$ cat config.mk
export PLATFORM = sky130hd
export DESIGN_NAME = ipf_ctrl
export DESIGN_NICKNAME = d
export VERILOG_FILES = /design/src/verilog/ipf_ctrl.v
export VERILOG_INCLUDE_DIRS = /design/src /design/src/verilog
export SDC_FILE = /design/constraint.sdc
export NUM_CORES = 1
export LEC_CHECK = 0
export ABC_CLOCK_PERIOD_IN_PS = 5600
export BUFFER_PORTS_ARGS = -buffer_cell sky130_fd_sc_hd__buf_4
export CAP_MARGIN = 0
export CORE_MARGIN = 3
export CORE_UTILIZATION = 52
export CTS_BUF_LIST = sky130_fd_sc_hd__clkbuf_4 sky130_fd_sc_hd__clkbuf_8
export CTS_CLUSTER_DIAMETER = 50
export CTS_CLUSTER_SIZE = 30
export DETAILED_ROUTE_END_ITERATION = 10
export PLACE_DENSITY_LB_ADDON = 0.08
export RECOVER_POWER = 25
export SLEW_MARGIN = 15
export SYNTH_ARGS = -nofsm -noshare
export SYNTH_HDL_FRONTEND = slang
export SYNTH_SLANG_ARGS = --single-unit
$ cat constraint.sdc
create_clock -name CORE_CLK_I -period 5.6 [get_ports CORE_CLK_I]
set_input_delay 1.4 -clock CORE_CLK_I [delete_from_list [all_inputs] [get_ports CORE_CLK_I]]
set_output_delay 1.4 -clock CORE_CLK_I [all_outputs]
set_load 0.05 [all_outputs]
$ cat src/verilog/ipf_regs.vh
// register offsets, field positions and reset values of the interrupt block
`ifndef IPF_REGS_VH
`define IPF_REGS_VH

`define IPF_ADDR_W          24
`define IPF_OFF_BUS_CFG     24'h00ff00
`define IPF_OFF_STACK_PAGE  24'h00ff01
`define IPF_OFF_PRIO_A      24'h00ff20
`define IPF_OFF_PRIO_B      24'h00ff21
`define IPF_OFF_EN_A        24'h00ff22
`define IPF_OFF_EN_B        24'h00ff23
`define IPF_OFF_FLAG_A      24'h00ff24
`define IPF_OFF_FLAG_B      24'h00ff25
`define IPF_OFF_IRQ_STAT    24'h00ff26
`define IPF_OFF_IRQ_MASK    24'h00ff27

`define IPF_PRIO_A_RST      8'h00
`define IPF_PRIO_B_RST      8'h00
`define IPF_PRIO_B_MASK     8'h0f
`define IPF_EN_A_RST        8'h00
`define IPF_EN_A_MASK       8'h7f
`define IPF_EN_B_RST        8'h00
`define IPF_FLAG_RST        8'h00
`define IPF_FLAG_A_MASK     8'h7f

`define IPF_PRIO_KEY0_HI    7
`define IPF_PRIO_SER_HI     5
`define IPF_PRIO_SW_HI      3
`define IPF_PRIO_CT_HI      1
`define IPF_PRIO_PT_HI      3
`define IPF_PRIO_KEY1_HI    1

`define IPF_STAT_W          2
`define IPF_STAT_UNLOCK     0
`define IPF_STAT_PENDING    1

`endif

$ cat src/verilog/ipf_ctrl.v
// interrupt priority, enable and cause flag registers with request output
//
// Added by the designer: the address-and-strobe port.
`timescale 1ns/1ps
`default_nettype none
`include "ipf_regs.vh"

// Function
// - first input group priority, bits 7:6
// - serial priority in bits 5:4
// - stopwatch 3:2, clock timer 1:0
// - programmable timer priority 3:2, upper zero
// - second input port priority in 1:0
// - stopwatch enables in bits 6:4
// - clock timer enables 3:0, bit7 zero
// - timer one, zero, second port enables
// - first port upper and lower enables
// - serial error, receive, transmit enables
// - clock timer and stopwatch causes set flag register a
// - other causes set flag register b
// - write one clears flag, zero keeps
// - everything reads zero after reset
// - block interrupts until both config writes
module ipf_ctrl (
	input  wire                   CORE_CLK_I,
	input  wire                   RST_B_I,
	input  wire [`IPF_ADDR_W-1:0] ADDR_I,
	input  wire [7:0]             WDATA_I,
	input  wire                   WR_I,
	input  wire                   RD_I,
	input  wire [6:0]             CAUSE_A_I,
	input  wire [7:0]             CAUSE_B_I,
	output reg  [7:0]             RDATA_O,
	output reg  [14:0]            REQ_O,
	output reg  [1:0]             REQ_LEVEL_O,
	output reg                    REQ_VALID_O,
	output reg                    IRQ_O
);

	// overview of the block:
	// - six byte registers sit on the internal i/o bus
	// - two hold two-bit priority levels per source group
	// - two hold one enable bit per interrupt cause
	// - two hold one sticky cause flag per interrupt cause
	// - a cause flag is set by a rising edge on its cause line
	// - a cause flag is cleared by writing a one to its bit
	// - writing a zero to a flag bit leaves that flag alone
	// - a cause is pending while its flag and enable are both one
	// - the request vector shows every pending cause at once
	// - the level output shows the highest level among them
	// - nothing is requested before the two setup writes land
	// - the setup writes only need to happen, data is ignored
	// - an extra status and mask pair drives one level interrupt
	// group order in the request vector, low bit first:
	// - bits 3:0 clock timer 1, 2, 8 and 32 hz
	// - bits 6:4 stopwatch 1, 10 and 100 hz
	// - bits 9:7 serial transmit, receive and error
	// - bits 11:10 first input port lower and upper lines
	// - bit 12 second input port lines
	// - bits 14:13 programmable timers zero and one
	// limitations a user must know:
	// - cause lines must already be on this clock, no synchroniser
	// - a cause held high sets its flag only once, on its edge
	// - a clear and a new edge in one cycle leave the flag set
	// - the level output is one cycle behind the flags
	// - reserved bits are dropped on write and read as zero
	// - unmapped addresses read zero and ignore writes
	// - every output comes straight from a flip-flop

	// register file
	reg [7:0] prio_a;
	reg [7:0] prio_b;
	reg [7:0] en_a;
	reg [7:0] en_b;
	reg [7:0] flag_a;
	reg [7:0] flag_b;
	reg       cfg_seen;
	reg       page_seen;
	reg       cfg_seen_d;
	reg [`IPF_STAT_W-1:0] irq_stat;
	reg [`IPF_STAT_W-1:0] irq_mask;

	// cause pulses are level strobes from peripherals on this clock
	reg [7:0] cause_a_prev;
	reg [7:0] cause_b_prev;

	// write decode, one strobe per register
	// the full 24-bit address is compared so that mirrors of
	// these registers elsewhere in the map cannot exist
	// the strobe lasts one cycle, so each write acts once
	// reads need no decode strobe, the read mux below
	// looks at the address directly
	// the two setup addresses are decoded here as well,
	// although only their write event is kept
	wire       wr_prio_a = WR_I && (ADDR_I == `IPF_OFF_PRIO_A);
	wire       wr_prio_b = WR_I && (ADDR_I == `IPF_OFF_PRIO_B);
	wire       wr_en_a   = WR_I && (ADDR_I == `IPF_OFF_EN_A);
	wire       wr_en_b   = WR_I && (ADDR_I == `IPF_OFF_EN_B);
	wire       wr_flag_a = WR_I && (ADDR_I == `IPF_OFF_FLAG_A);
	wire       wr_flag_b = WR_I && (ADDR_I == `IPF_OFF_FLAG_B);
	wire       wr_stat   = WR_I && (ADDR_I == `IPF_OFF_IRQ_STAT);
	wire       wr_mask   = WR_I && (ADDR_I == `IPF_OFF_IRQ_MASK);
	wire       wr_cfg    = WR_I && (ADDR_I == `IPF_OFF_BUS_CFG);
	wire       wr_page   = WR_I && (ADDR_I == `IPF_OFF_STACK_PAGE);

	// rising edge of each cause sets its flag once per event
	wire [7:0] set_a = {1'b0, CAUSE_A_I} & ~cause_a_prev;
	wire [7:0] set_b = CAUSE_B_I & ~cause_b_prev;

	// flag update: set wins over a simultaneous clear
	// losing an event is worse than a spurious interrupt,
	// since software can always read the flag and find it set
	// the clear mask is zero unless the flag register is written
	// bit 7 of the first flag register does not exist and is
	// forced to zero here so it can never read as one
	wire [7:0] clr_a = wr_flag_a ? WDATA_I : 8'h00;
	wire [7:0] clr_b = wr_flag_b ? WDATA_I : 8'h00;
	wire [7:0] next_flag_a = ((flag_a & ~clr_a) | set_a)
		& `IPF_FLAG_A_MASK;
	wire [7:0] next_flag_b = (flag_b & ~clr_b) | set_b;

	// pending causes: flag and enable both one
	wire [14:0] pend = {flag_b & en_b, flag_a[6:0] & en_a[6:0]};
	wire        unlock = cfg_seen & page_seen;

	// level of each group, all four fields of register a and two of b
	wire [1:0] lv_key0 = prio_a[`IPF_PRIO_KEY0_HI -: 2];
	wire [1:0] lv_ser  = prio_a[`IPF_PRIO_SER_HI -: 2];
	wire [1:0] lv_sw   = prio_a[`IPF_PRIO_SW_HI -: 2];
	wire [1:0] lv_ct   = prio_a[`IPF_PRIO_CT_HI -: 2];
	wire [1:0] lv_pt   = prio_b[`IPF_PRIO_PT_HI -: 2];
	wire [1:0] lv_key1 = prio_b[`IPF_PRIO_KEY1_HI -: 2];

	// highest level among pending groups; ties keep the earlier group
	reg [1:0] next_level;
	reg       next_any;
	always @* begin
		next_level = 2'b00;
		next_any   = 1'b0;
		if (|pend[3:0]) begin
			next_any = 1'b1;
			next_level = lv_ct;
		end
		if (|pend[6:4] && (!next_any || lv_sw > next_level)) begin
			next_any = 1'b1;
			next_level = lv_sw;
		end
		if (|pend[9:7] && (!next_any || lv_ser > next_level)) begin
			next_any = 1'b1;
			next_level = lv_ser;
		end
		if (|pend[11:10] && (!next_any || lv_key0 > next_level)) begin
			next_any = 1'b1;
			next_level = lv_key0;
		end
		if (pend[12] && (!next_any || lv_key1 > next_level)) begin
			next_any = 1'b1;
			next_level = lv_key1;
		end
		if (|pend[14:13] && (!next_any || lv_pt > next_level)) begin
			next_any = 1'b1;
			next_level = lv_pt;
		end
	end

	// read mux; unmapped addresses read zero
	// the mux is combinational and its result is captured
	// only in the cycle of the read strobe, so the data
	// stand for exactly one cycle after the strobe
	// masks on read repeat the masks on write so that
	// a reserved bit cannot appear even after a glitch
	// the extra status and mask registers sit right above
	// the six flag and control registers
	reg [7:0] next_rdata;
	always @* begin
		case (ADDR_I)
			`IPF_OFF_PRIO_A:   next_rdata = prio_a;
			`IPF_OFF_PRIO_B:   next_rdata = prio_b & `IPF_PRIO_B_MASK;
			`IPF_OFF_EN_A:     next_rdata = en_a & `IPF_EN_A_MASK;
			`IPF_OFF_EN_B:     next_rdata = en_b;
			`IPF_OFF_FLAG_A:   next_rdata = flag_a;
			`IPF_OFF_FLAG_B:   next_rdata = flag_b;
			`IPF_OFF_IRQ_STAT: next_rdata = {6'h00, irq_stat};
			`IPF_OFF_IRQ_MASK: next_rdata = {6'h00, irq_mask};
			default:           next_rdata = 8'h00;
		endcase
	end

	// summary events: unlock reached, any gated request present
	// the unlock event is a one-cycle pulse on the first cycle
	// in which both setup writes have been seen
	// the pending event stays high while any request is open,
	// so clearing its status bit only works once the flags
	// behind it have been cleared
	// both status bits follow the same set-wins rule as flags
	wire [`IPF_STAT_W-1:0] ev;
	assign ev[`IPF_STAT_UNLOCK]  = unlock & ~(cfg_seen_d);
	assign ev[`IPF_STAT_PENDING] = unlock & next_any;
	wire [`IPF_STAT_W-1:0] stat_clr = wr_stat ?
		WDATA_I[`IPF_STAT_W-1:0] : {`IPF_STAT_W{1'b0}};
	wire [`IPF_STAT_W-1:0] next_stat = (irq_stat & ~stat_clr) | ev;

	// first priority register, four level fields
	always @(posedge CORE_CLK_I or negedge RST_B_I) begin
		if (!RST_B_I) begin
			prio_a <= `IPF_PRIO_A_RST;
		end else begin
			if (wr_prio_a) begin
				prio_a <= WDATA_I;
			end
		end
	end

	// second priority register, upper nibble never stored
	always @(posedge CORE_CLK_I or negedge RST_B_I) begin
		if (!RST_B_I) begin
			prio_b <= `IPF_PRIO_B_RST;
		end else begin
			if (wr_prio_b) begin
				prio_b <= WDATA_I & `IPF_PRIO_B_MASK;
			end
		end
	end

	// timer enables, bit 7 never stored
	always @(posedge CORE_CLK_I or negedge RST_B_I) begin
		if (!RST_B_I) begin
			en_a <= `IPF_EN_A_RST;
		end else begin
			if (wr_en_a) begin
				en_a <= WDATA_I & `IPF_EN_A_MASK;
			end
		end
	end

	// port, timer and serial enables, all eight bits used
	always @(posedge CORE_CLK_I or negedge RST_B_I) begin
		if (!RST_B_I) begin
			en_b <= `IPF_EN_B_RST;
		end else begin
			if (wr_en_b) begin
				en_b <= WDATA_I;
			end
		end
	end

	// timer cause flags
	always @(posedge CORE_CLK_I or negedge RST_B_I) begin
		if (!RST_B_I) begin
			flag_a <= `IPF_FLAG_RST;
		end else begin
			flag_a <= next_flag_a;
		end
	end

	// port, timer and serial cause flags
	always @(posedge CORE_CLK_I or negedge RST_B_I) begin
		if (!RST_B_I) begin
			flag_b <= `IPF_FLAG_RST;
		end else begin
			flag_b <= next_flag_b;
		end
	end

	// bus setup write seen; the value written does not matter
	always @(posedge CORE_CLK_I or negedge RST_B_I) begin
		if (!RST_B_I) begin
			cfg_seen <= 1'b0;
		end else begin
			if (wr_cfg) begin
				cfg_seen <= 1'b1;
			end
		end
	end

	// stack page write seen; either order unlocks
	always @(posedge CORE_CLK_I or negedge RST_B_I) begin
		if (!RST_B_I) begin
			page_seen <= 1'b0;
		end else begin
			if (wr_page) begin
				page_seen <= 1'b1;
			end
		end
	end

	// delayed unlock for the one-shot unlock event
	always @(posedge CORE_CLK_I or negedge RST_B_I) begin
		if (!RST_B_I) begin
			cfg_seen_d <= 1'b0;
		end else begin
			cfg_seen_d <= unlock;
		end
	end

	// last cause levels, low after reset like idle lines
	always @(posedge CORE_CLK_I or negedge RST_B_I) begin
		if (!RST_B_I) begin
			cause_a_prev <= 8'h00;
		end else begin
			cause_a_prev <= {1'b0, CAUSE_A_I};
		end
	end

	// last cause levels of the second group
	always @(posedge CORE_CLK_I or negedge RST_B_I) begin
		if (!RST_B_I) begin
			cause_b_prev <= 8'h00;
		end else begin
			cause_b_prev <= CAUSE_B_I;
		end
	end

	// summary status, sticky, cleared by writing ones
	always @(posedge CORE_CLK_I or negedge RST_B_I) begin
		if (!RST_B_I) begin
			irq_stat <= {`IPF_STAT_W{1'b0}};
		end else begin
			irq_stat <= next_stat;
		end
	end

	// summary mask, same layout as the status
	always @(posedge CORE_CLK_I or negedge RST_B_I) begin
		if (!RST_B_I) begin
			irq_mask <= {`IPF_STAT_W{1'b0}};
		end else begin
			if (wr_mask) begin
				irq_mask <= WDATA_I[`IPF_STAT_W-1:0];
			end
		end
	end

	// read data for one cycle only, zero otherwise
	always @(posedge CORE_CLK_I or negedge RST_B_I) begin
		if (!RST_B_I) begin
			RDATA_O <= 8'h00;
		end else begin
			RDATA_O <= RD_I ? next_rdata : 8'h00;
		end
	end

	// gated by the lock so nothing leaks out before setup
	always @(posedge CORE_CLK_I or negedge RST_B_I) begin
		if (!RST_B_I) begin
			REQ_O <= 15'h0000;
		end else begin
			REQ_O <= unlock ? pend : 15'h0000;
		end
	end

	// level of the highest pending group
	always @(posedge CORE_CLK_I or negedge RST_B_I) begin
		if (!RST_B_I) begin
			REQ_LEVEL_O <= 2'b00;
		end else begin
			REQ_LEVEL_O <= unlock ? next_level : 2'b00;
		end
	end

	// any request open
	always @(posedge CORE_CLK_I or negedge RST_B_I) begin
		if (!RST_B_I) begin
			REQ_VALID_O <= 1'b0;
		end else begin
			REQ_VALID_O <= unlock & next_any;
		end
	end

	// level interrupt from the next status, saves a cycle
	always @(posedge CORE_CLK_I or negedge RST_B_I) begin
		if (!RST_B_I) begin
			IRQ_O <= 1'b0;
		end else begin
			IRQ_O <= |(next_stat & irq_mask);
		end
	end

endmodule // ipf_ctrl
`default_nettype wire

* Word-level counts from Yosys, hierarchy flattened
Cells that the tools add are included.
** Storage, ports and cells
- Input bits :: 51
- Output and inout bits :: 27
- Register bits after elaboration :: 91
- Word-level logic and storage cells :: 103
** Operators by class
- Mux-type cells :: 19
- Magnitude comparators :: 5
- Reduce and logical (&&, ||, !) cells :: 31
- Bitwise operators :: 20
- Eq/ne operators :: 10
** Operator list (number)
- $eq A24 B16 Y1 const B :: 10
- $pmux W8 S8 :: 1
- $and A8 B8 Y8 :: 3
- $and A7 B7 Y7 :: 3
- $mux W2 :: 8
- $mux W8 :: 2
- $not A8 Y8 :: 2
- $logic_and A1 B1 Y1 :: 15
- $mux W15 :: 1
- $not A7 Y7 :: 2
- $gt A2 B2 Y1 :: 5
- $or A8 B8 Y8 :: 1
- $mux W7 :: 1
- $or A7 B7 Y7 :: 1
- $mux W1 :: 6
- $reduce_or A2 Y1 :: 3
- $reduce_or A3 Y1 :: 2
- $logic_not A1 Y1 :: 5
- $logic_or A1 B1 Y1 :: 5
- $and A2 B2 Y2 :: 2
- $reduce_or A4 Y1 :: 1
- $and A1 B1 Y1 :: 3
- $not A2 Y2 :: 1
- $or A2 B2 Y2 :: 1
- $not A1 Y1 :: 1

* Depth between registers and ports, before layout
Gate-level depths: netlist (run 1).
- Depth after elaboration :: 27
- Gate-level depth with buffers :: 33
- Depth with buffers taken out :: 33

* Least setup slack after synthesis (run 1)
No wires, ideal clock.
- Kind :: flip-flop to flip-flop
- Start point :: register flag_a[0]
- End point :: register REQ_LEVEL_O[0]
- Stages on the path, launching flop included :: 33
- Arrival time :: 6021 ps
- Library setup time :: 99 ps
- Setup slack :: -521 ps
- Buffers on the path :: 0
- Clock period less this slack :: 6121 ps
- Data required time :: 5501 ps
- Cell sequence :: dfrtp_1 > a22oi_1 > nand2_1 > nand2_1 > ha_1 > nor2b_1 > o21ai_0 > a21oi_1 > a22oi_1 > ha_1 > nor2b_1 > o21ai_0 > a21oi_2 > a221oi_1 > or2_1 > ha_1 > nor2b_1 > o21ai_0 > o22ai_2 > nor3_2 > a21oi_1 > ha_1 > nor2b_1 > o2111ai_1 > o31ai_1 > a21o_1 > o21ai_1 > ha_1 > a221oi_1 > a21oi_1 > nand2_1 > o22ai_1 > a311oi_1
** On the way
- Longest elaborated chain between the ends :: 24
** Ends and longest elaborated chain
- start: declaration :: RTL line ipf_ctrl.v:75 : reg [7:0] flag_a;
- start signal: assignment :: RTL line ipf_ctrl.v:250 : flag_a <= `IPF_FLAG_RST;
- start signal: assignment :: RTL line ipf_ctrl.v:252 : flag_a <= next_flag_a;
- $and A7 B7 Y7 (*) :: RTL line ipf_ctrl.v:123 : wire [14:0] pend = {flag_b & en_b, flag_a[6:0] & en_a[6:0]};
- $reduce_or A4 Y1 (*) :: RTL line ipf_ctrl.v:140 : if (|pend[3:0]) begin
- $mux W2 / $mux W1 (equally long branches) :: RTL line ipf_ctrl.v:140
- $gt A2 B2 Y1 / $logic_not A1 Y1 (equally long branches) :: RTL line ipf_ctrl.v:144 : if (|pend[6:4] && (!next_any || lv_sw > next_level)) begin
- $logic_or A1 B1 Y1 :: RTL line ipf_ctrl.v:144
- $logic_and A1 B1 Y1 :: RTL line ipf_ctrl.v:144
- $mux W2 / $mux W1 (equally long branches) :: RTL line ipf_ctrl.v:144
- $gt A2 B2 Y1 / $logic_not A1 Y1 (equally long branches) :: RTL line ipf_ctrl.v:148 : if (|pend[9:7] && (!next_any || lv_ser > next_level)) begin
- [8 not listed]
- $logic_or A1 B1 Y1 :: RTL line ipf_ctrl.v:156 : if (pend[12] && (!next_any || lv_key1 > next_level)) begin
- $logic_and A1 B1 Y1 :: RTL line ipf_ctrl.v:156
- $mux W2 / $mux W1 (equally long branches) :: RTL line ipf_ctrl.v:156
- $gt A2 B2 Y1 / $logic_not A1 Y1 (equally long branches) :: RTL line ipf_ctrl.v:160 : if (|pend[14:13] && (!next_any || lv_pt > next_level)) begin
- $logic_or A1 B1 Y1 :: RTL line ipf_ctrl.v:160
- $logic_and A1 B1 Y1 :: RTL line ipf_ctrl.v:160
- $mux W2 (*) :: RTL line ipf_ctrl.v:160
- $mux W2 (*) :: RTL line ipf_ctrl.v:357 : REQ_LEVEL_O <= unlock ? next_level : 2'b00;
- end signal: assignment :: RTL line ipf_ctrl.v:357
- end: declaration :: RTL line ipf_ctrl.v:35 : output reg [1:0] REQ_LEVEL_O,
Every way passes the cells marked *; elsewhere a longest branch is shown, timed or not.
A chain may end at the register's enable or synchronous reset.

* Worst setup path after layout (run 1)
Ends and elaborated chain as after synthesis.

==> results of run 1 <==
[report_power, final]
part,switching [mW],internal (mW),leakage (nW),total [mW]
Combinational,0.0460,0.0308,1.60,0.0768
Sequential,0.00152,0.662,1.16,0.663
Clock,0.249,0.177,0.0987,0.427
[repair_timing]
item,4_1_cts,5_1_grt
resized for setup,6,14
endpoints found under the setup margin,2,2
pin swaps,5,2
hold buffers,0,0
setup buffers,16,4
[routing by layer]
metal  up-vias  part of all wire [%]  wire length (µm)
met2       132                    47              5340
met1      1744                    44              4960
met4         0                   1.6               180
met3        17                   8.0               913
met5         -                     0                 0
li1       1636                     -                 -
[how the worst max path moves through the flow]
stage	startpoint	slack, ns	to
2_1_floorplan	flag_a[1]	-0.06	REQ_LEVEL_O[0]
4_1_cts	en_a[0]	-0.19	REQ_LEVEL_O[0]
3_5_place_dp	en_a[0]	-0.31	REQ_LEVEL_O[0]
6_report	flag_a[0]	-0.30	REQ_LEVEL_O[0]
5_1_grt	flag_a[0]	-0.72	REQ_LEVEL_O[0]
3_3_place_gp	en_a[0]	-0.11	REQ_LEVEL_O[0]
[metrics by stage]
step | hold slack (ns) | setup WS, ns | std cells | setup TNS, ns | total power [mW]
finish | 0.479 | -0.301 | 609 | -0.547 | 1.17
detailed placement | 0.460 | -0.305 | 573 | -0.568 | 0.755
global route | 0.497 | -0.717 | 609 | -1.30 | 1.22
floorplan | 0.436 | -0.0566 | 376 | -0.0988 | 0.700
CTS | 0.480 | -0.194 | 605 | -0.333 | 1.18
global placement | 0.453 | -0.106 | 573 | -0.164 | 0.753
[cell families after synthesis]
logic type / after synthesis / share of synthesized area [%]
simple gates: 121 / 14.8
flops: 91 / 53.8
compound gates: 77 / 13.6
mux: 44 / 11.9
buf+inv: 33 / 2.93
fa+ha+maj: 10 / 2.96
[cell type report]
class	instances	share of cell area [%]
tap	102	2.28
multi-input combinational	252	35.7
clock buffer	10	2.35
timing repair buffer	126	16.5
sequential	91	40.7
inverter	22	1.48
clock inverter	6	1.03
[cells in the final DEF (no fill, tap or decap), types with 5 or more instances in the layout]
master	synthesis	layout
clkbuf_4	0	10
inv_1	22	22
mux2i_1	12	12
and3_1	14	14
clkbuf_8	0	9
nand3_1	8	8
nand4_1	5	5
a22o_1	15	15
mux2_2	30	30
ha_1	10	8
a22oi_1	9	7
nor2_1	30	30
a21oi_1	12	9
clkbuf_1	10	7
buf_4	0	110
dfrtp_1	91	91
nand2_1	31	28
a31oi_1	7	7
[flip-flops by register name (all words and copies together) (netlist names), 2 cells and up]
name / count
prio_b: 4
irq_stat: 2
RDATA_O: 8
en_a: 7
en_b: 8
REQ_O: 15
prio_a: 8
flag_a: 7
flag_b: 8
irq_mask: 2
cause_b_prev: 8
cause_a_prev: 7
REQ_LEVEL_O: 2
[worst max-delay path, delay by kind of cell, from the launching register on]
family	cells	cell delay [ns]
flops	1	0.40
simple gates	11	1.28
compound gates	16	2.37
fa+ha+maj	5	1.31
buf+inv	3	0.44
==> results by group, run 1 <==
Global route
  • Total overflow reported by the global router: 0
  • Met2 usage: roughly two fifths
  • Busiest grt layer: met2
  • Grt met1 use: 35.3%
  • Tot GR Track Use: 25.7%
  • Largest net degree at the start of global routing: 49
  • Vias in the first global route: 3463
  • Initial antenna violation count: 0
  • Global-route wire length before repair: about 18 mm
  • M3 GR Usage: between 6 and 7%

Floorplanning
  • Die area: slightly above 0.009 mm²
  • Die X: just under 100 µm
  • # rows: 32
  • Starting Density: a little over half
  • Ports: between 70 and 80
  • Die Span Y: a little under 100 µm
  • Total core area: ~0.008 mm²

Timing
  • Tmin final: approximately 5.9 ns
  • Fmax: approximately 170 MHz
  • RSZ-0062 raised after global routing: yes
  • Final Hold Viols: 0
  • Max-slew violation count: 45
  • Fin crit share: 105%
  • Final setup vio count: 2
  • PnR worst setup slack: -0.301 ns
  • Slew @ Worst Pin: 2.34 ns
  • Slew margin rel.: -56.3%
  • Clk_skew: 0.0126 ns

Worst hold path
  • Worst hold path type: register to register
  • Hold path cells: 1
  • Hold Path Sink: page_seen
  • Hold Path Origin: page_seen

Worst setup path
  • Worst endpoint required time: approximately 6 ns
  • Critical path's largest stage delay: approximately 0.4 ns
  • Reg2Reg Setup Slack: -0.30 ns
  • Crit Path Max Fanout: 5
  • FF-to-FF End: REQ_LEVEL_O[0]
  • Critical Path Source Type: register
  • Setup crit end kind: register
  • Worst r2r src: flag_a[0]
  • Reg2Reg Depth: 35
  • Worst EP arrival: between 6 and 7 ns
  • CP Class: register to register
  • Slowest CP cell: dfrtp_1

Logic synthesis
  • Seq/Total Area, Yosys: roughly 54%
  • Synth top area share: a little over half
  • Post-Syn Instances: around 380
  • Net Count, Synth: between 400 and 500
  • Yosys reg bits: between 90 and 100
  • Netlist cell types: 56
  • Post-synth top cells: dfrtp_1, nand2_1, mux2_2, nor2_1, inv_1
  • Number of flops mapped to enable cells by yosys: 0
  • Yosys top cell by area: dfrtp_1
  • Ys Warns: 0
  • Mapped Area: ~0.0042 mm²
  • Most frequent cell after synthesis: dfrtp_1
  • Ranking of synthesized cells by area: dfrtp_1, mux2_2, a22o_1
  • Syn Area/Cell: around 11 µm²
  • Async set-reset flop share out of synthesis: 100%
  • Primary FF master, synth: dfrtp_1

Final layout
  • Share of post-route cells with drive strength above 1: between 30% and 40%
  • Fillcell total: roughly 580
  • Area Overhead vs Synth: 32.1%
  • Layout Nets: 563
  • Register area: roughly 0.0023 mm²
  • Multi-input gate area: approximately 0.0020 mm²
  • Final cell utilization of the core: between 70% and 80%
  • Final Cell Area: between 0.005 and 0.006 mm²
  • ANT cells: 0

Job
  • Maxcap violations: 1

Status
  • Status: complete, but fails checks
  • Failing checks: max-capacitance violations, max-slew violations, negative setup slack

Power and ir drop
  • Worst VDD drop: ~0.14 mV
  • P_leak: 2.85 nW
  • Pwr Density: around 210 mW/mm²

Routing
  • Post-DR vias/cell: a little under 6
  • # DRC: 0
  • Final WL: between 10 and 15 mm
  • WL/cell: roughly 19 µm
  • Via count: between 3000 and 4000
  • Drt first pass iters: 5
  • 1st-iter DRT viols: about 220
  • Post-route ant nets: 0

Clock network
  • Clock Latency Late Sink: between 0.3 and 0.4 ns
  • Clk sink count: between 90 and 100
  • Bufs on Longest Clock Path: 2
  • # H-tree levels: 3
  • CTS buffer count: 9
  • CTS tree: done
  • Clk pin slew, worst setup/hold paths: around 0.090 ns
  • CTS root buffer: clkbuf_8

Place
  • Post-DP HPWL: between 8 and 9 mm
  • DP Area: 0.00516 mm²
  • GP Congestion: approximately 0.9
  • Number of port buffers: 77
(Power assumes the default switching activity.)
==> inputs of run 2 (changes only) <==
--- a/config.mk
+++ b/config.mk
@@ -6,16 +6,17 @@
 export SDC_FILE = /design/constraint.sdc
 export NUM_CORES = 1
 export LEC_CHECK = 0
+export ABC_AREA = 1
 export ABC_CLOCK_PERIOD_IN_PS = 5600
-export BUFFER_PORTS_ARGS = -buffer_cell sky130_fd_sc_hd__buf_4
 export CAP_MARGIN = 0
 export CORE_MARGIN = 3
-export CORE_UTILIZATION = 52
+export CORE_UTILIZATION = 59
 export CTS_BUF_LIST = sky130_fd_sc_hd__clkbuf_4 sky130_fd_sc_hd__clkbuf_8
 export CTS_CLUSTER_DIAMETER = 50
 export CTS_CLUSTER_SIZE = 30
 export DETAILED_ROUTE_END_ITERATION = 10
-export PLACE_DENSITY_LB_ADDON = 0.08
+export DONT_BUFFER_PORTS = 1
+export PLACE_DENSITY = 0.78
 export RECOVER_POWER = 25
 export SLEW_MARGIN = 15
 export SYNTH_ARGS = -nofsm -noshare
==> results by group, run 2 <==
Worst hold path
  • Worst hold path type: register to register (unchanged)

Logic synthesis
  • Mux cell area share after synthesis: 0% (was 11.9%)
  • Most frequent cell after synthesis: nand2_1 (was dfrtp_1)
  • XOR/XNOR Fraction of Synth Area: 0% (unchanged)
  • Post-Synth Adder-Cell Area: 2.92% (was 2.96%)
  • Ys Warns: 0 (unchanged)
  • Yosys top cell by area: dfrtp_1 (unchanged)
  • Seq/Total Area, Yosys: 53.2% (was 53.8%)
  • Ranking of synthesized cells by area: dfrtp_1, nand2_1, inv_1 (was dfrtp_1, mux2_2, a22o_1)
  • Syn Area/Cell: 8.36 µm² (was 11.3 µm²)
  • Netlist cell types: 27 (was 56)
  • Number of flops mapped to enable cells by yosys: 0 (unchanged)
  • Primary FF master, synth: dfrtp_1 (unchanged)
  • Async set-reset flop share out of synthesis: 100% (unchanged)
  • Yosys reg bits: 91 (unchanged)
  • Net Count, Synth: 573 (was 437)
  • Mapped Area: 0.00428 mm² (was 0.00423 mm²)
  • Main combinational cell family by area after synthesis: simple AND/OR/NAND/NOR gates (unchanged)
  • Post-synth top cells: nand2_1, dfrtp_1, inv_1 (was dfrtp_1, nand2_1, mux2_2, nor2_1, inv_1)
  • Synth top area share: 53.2% (was 53.8%)
  • Compound-Gate Fraction of Synth Area: 10.3% (was 13.6%)
  • Synth Area in Simple Gates: 26.3% (was 14.8%)
  • Post-Syn Instances: 512 (was 376)

Global route
  • Total overflow reported by the global router: 0 (unchanged)
  • Tot GR Track Use: 23.5% (was 25.7%)
  • Largest net degree at the start of global routing: 92 (was 49)
  • Vias in the first global route: 3309 (was 3463)
  • Global-route wire length before repair: 15.3 mm (was 17.8 mm)
  • Initial antenna violation count: 0 (unchanged)

Final layout
  • Area Overhead vs Synth: 12.5% (was 32.1%)
  • Fillcell total: 564 (was 578)
  • Top reg by flops: REQ_O (unchanged)
  • Largest register FFs: 15 (unchanged)
  • Share of post-route cells with drive strength above 1: 16.9% (was 38.7%)
  • Commonest non-fill, non-tap cell in the layout: nand2_1 (was buf_4)
  • ANT cells: 0 (unchanged)
  • Multi-input gate area: 0.00184 mm² (was 0.00199 mm²)
  • Layout Nets: 591 (was 563)
  • Register area: 0.00228 mm² (unchanged)
  • Most frequent cells in the layout: nand2_1, dfrtp_1, inv_1 (was buf_4, dfrtp_1, nor2_1, mux2_2, nand2_1)

Worst setup path
  • Critical Path Source Type: register (unchanged)
  • Crit Path Max Fanout: 4 (was 5)
  • Crit path depth: 47 (was 35)
  • Worst r2r src: en_a[1] (was flag_a[0])
  • Worst EP arrival: 5.67 ns (was 6.17 ns)
  • Slowest CP cell: dfrtp_1 (unchanged)
  • Crit path to: REQ_LEVEL_O[1] (was REQ_LEVEL_O[0])
  • Reg2Reg Setup Slack: 0.19 ns (was -0.30 ns)
  • CP Class: register to register (unchanged)
  • Worst Path Buf+Inv: 7 (was 3)
  • Critical path startpoint: en_a[1] (was flag_a[0])
  • Reg2Reg Depth: 47 (was 35)
  • Most used cell, CP: nand2_1
  • Worst endpoint required time: 5.86 ns (was 5.87 ns)
  • FF-to-FF End: REQ_LEVEL_O[1] (was REQ_LEVEL_O[0])
  • Setup crit end kind: register (unchanged)
  • Critical path's largest stage delay: 0.38 ns (was 0.40 ns)
  • Critical path's top delay family: simple AND/OR/NAND/NOR gates (was compound AO/OA/AOI/OAI gates)

Routing
  • WL/cell: 15.5 µm (was 18.7 µm)
  • Via count: 3473 (was 3529)
  • Drt first pass iters: 5 (unchanged)
  • Post-DR vias/cell: 5.51 (was 5.79)
  • 1st-iter DRT viols: 253 (was 219)
  • Post-route ant nets: 0 (unchanged)
  • # DRC: 0 (unchanged)
  • Final WL: 9.79 mm (was 11.4 mm)

Timing
  • Fin crit share: 96.5% (was 105%)
  • Fmax: 185 MHz (was 169 MHz)
  • Max-slew violation count: 0 (was 45)
  • PnR worst setup slack: 0.194 ns (was -0.301 ns)
  • Final setup vio count: 0 (was 2)
  • Final Hold Viols: 0 (unchanged)
  • Tmin final: 5.41 ns (was 5.90 ns)
  • Slew @ Worst Pin: 0.777 ns (was 2.34 ns)
  • Slew margin rel.: 48.1% (was -56.3%)
  • Clk_skew: 0.00959 ns (was 0.0126 ns)

Clock network
  • Clk pin slew, worst setup/hold paths: 0.09 ns (about the same)
  • # H-tree levels: 3 (unchanged)
  • CTS buffer count: 9 (unchanged)
  • Clk sink count: 91 (unchanged)
  • CTS Hold Buffers Added: 0 (unchanged)
  • CTS tree: done (unchanged)
  • Clock Latency Late Sink: 0.37 ns (was 0.36 ns)
  • Bufs on Longest Clock Path: 2 (unchanged)
  • CTS root buffer: clkbuf_8 (unchanged)

Status
  • Status: finished, final reports clean (was complete, but fails checks)

Power and ir drop
  • Pwr Total: 1.17 mW (about the same)
  • P_leak: 2.47 nW (was 2.85 nW)
  • Worst VDD drop: 0.187 mV (was 0.142 mV)
  • Pwr Density: 243 mW/mm² (was 209 mW/mm²)

Place
  • DP Worst Slack: 0.0136 ns (was -0.305 ns)
  • Number of port buffers: 0 (was 77)
  • Post-DP HPWL: 6.63 mm (was 8.09 mm)
  • GP Congestion: 0.923 (was 0.893)

Job
  • Maxcap violations: 0 (was 1)

Floorplanning
  • # rows: 30 (was 32)
  • Die X: 91.2 µm (was 96.2 µm)
  • Die area: 0.00831 mm² (was 0.00926 mm²)
  • Total core area: 0.00691 mm² (was 0.00781 mm²)
  • Die Span Y: 91.2 µm (was 96.2 µm)
  • Ports: 78 (unchanged)
  • Starting Density: 62.0% (was 54.2%)
-- run 2: cell count changes after synthesis, moves of 30 or more --
| cell | before | now |
|---|---|---|
| nand2_1 | 31 | 157 |
| inv_1 | 22 | 72 |
| o21ai_0 | 4 | 45 |
| mux2_2 | 30 | 0 |
-- run 2: worst min path at each step --
stage	from	endpoint	slack, ns	cells past startpoint
finish	cause_a_prev[1]	flag_a[1]	0.42	1
global route	cause_a_prev[0]	flag_a[0]	0.44	1
CTS	cause_a_prev[1]	flag_a[1]	0.43	1
detailed placement	cause_a_prev[1]	flag_a[1]	0.41	1
global placement	cause_b_prev[2]	flag_b[2]	0.40	1
floorplan	cause_a_prev[0]	flag_a[0]	0.40	1
-- run 2: power breakdown --
part | internal (mW) | total [mW] | switching, mW
clock network | 0.255 | 0.491 | 0.236
registers | 0.662 | 0.663 | 0.00107
logic | 0.00395 | 0.0158 | 0.0119
-- run 2: area by class of cell --
class	count	area share, %
Multi-Input combinational cell	344	38.2
Inverter	72	5.61
Timing Repair Buffer	12	1.87
Sequential cell	91	47.3
Clock buffer	9	2.57
Tap cell	96	2.49
Clock inverter	6	1.97
-- run 2: routing by layer --
| metal | GRT usage, % | wire, µm | vias to the layer above |
|---|---|---|---|
| met1 | 30.6 | 4020 | 1669 |
| met2 | 38.0 | 4820 | 135 |
| met3 | 4.97 | 753 | 16 |
| met5 | 0 | 0 | - |
| met4 | 10.6 | 208 | 0 |
| li1 | - | - | 1653 |
-- run 2: cell families (layout without fill, tap and decap cells) --
logic type,count (synthesis),count (layout)
AND/OR/NAND/NOR,259,259
adder cells (fa/ha/maj),10,10
buffers and inverters,77,99
flip-flops,91,91
AO/OA/AOI/OAI,75,75
-- run 2: stage by stage --
stage / instance area [µm²] / utilization, % / hold slack, ns / setup TNS (ns) / cells
final: 4820 / 69.8 / 0.423 / 0 / 630
after CTS: 4580 / 66.3 / 0.425 / 0 / 618
after detailed placement: 4360 / 63.1 / 0.412 / 0 / 603
after global placement: 4360 / 63.1 / 0.402 / 0 / 603
after global routing: 4820 / 69.8 / 0.436 / -0.236 / 630
after floorplan: 4280 / - / 0.400 / 0 / 512
-- run 2: repair_timing --
item / in CTS / in global routing
resized for setup: 0 / 42
buffers inserted: 0 / 12
setup endpoints to repair: 0 / 2
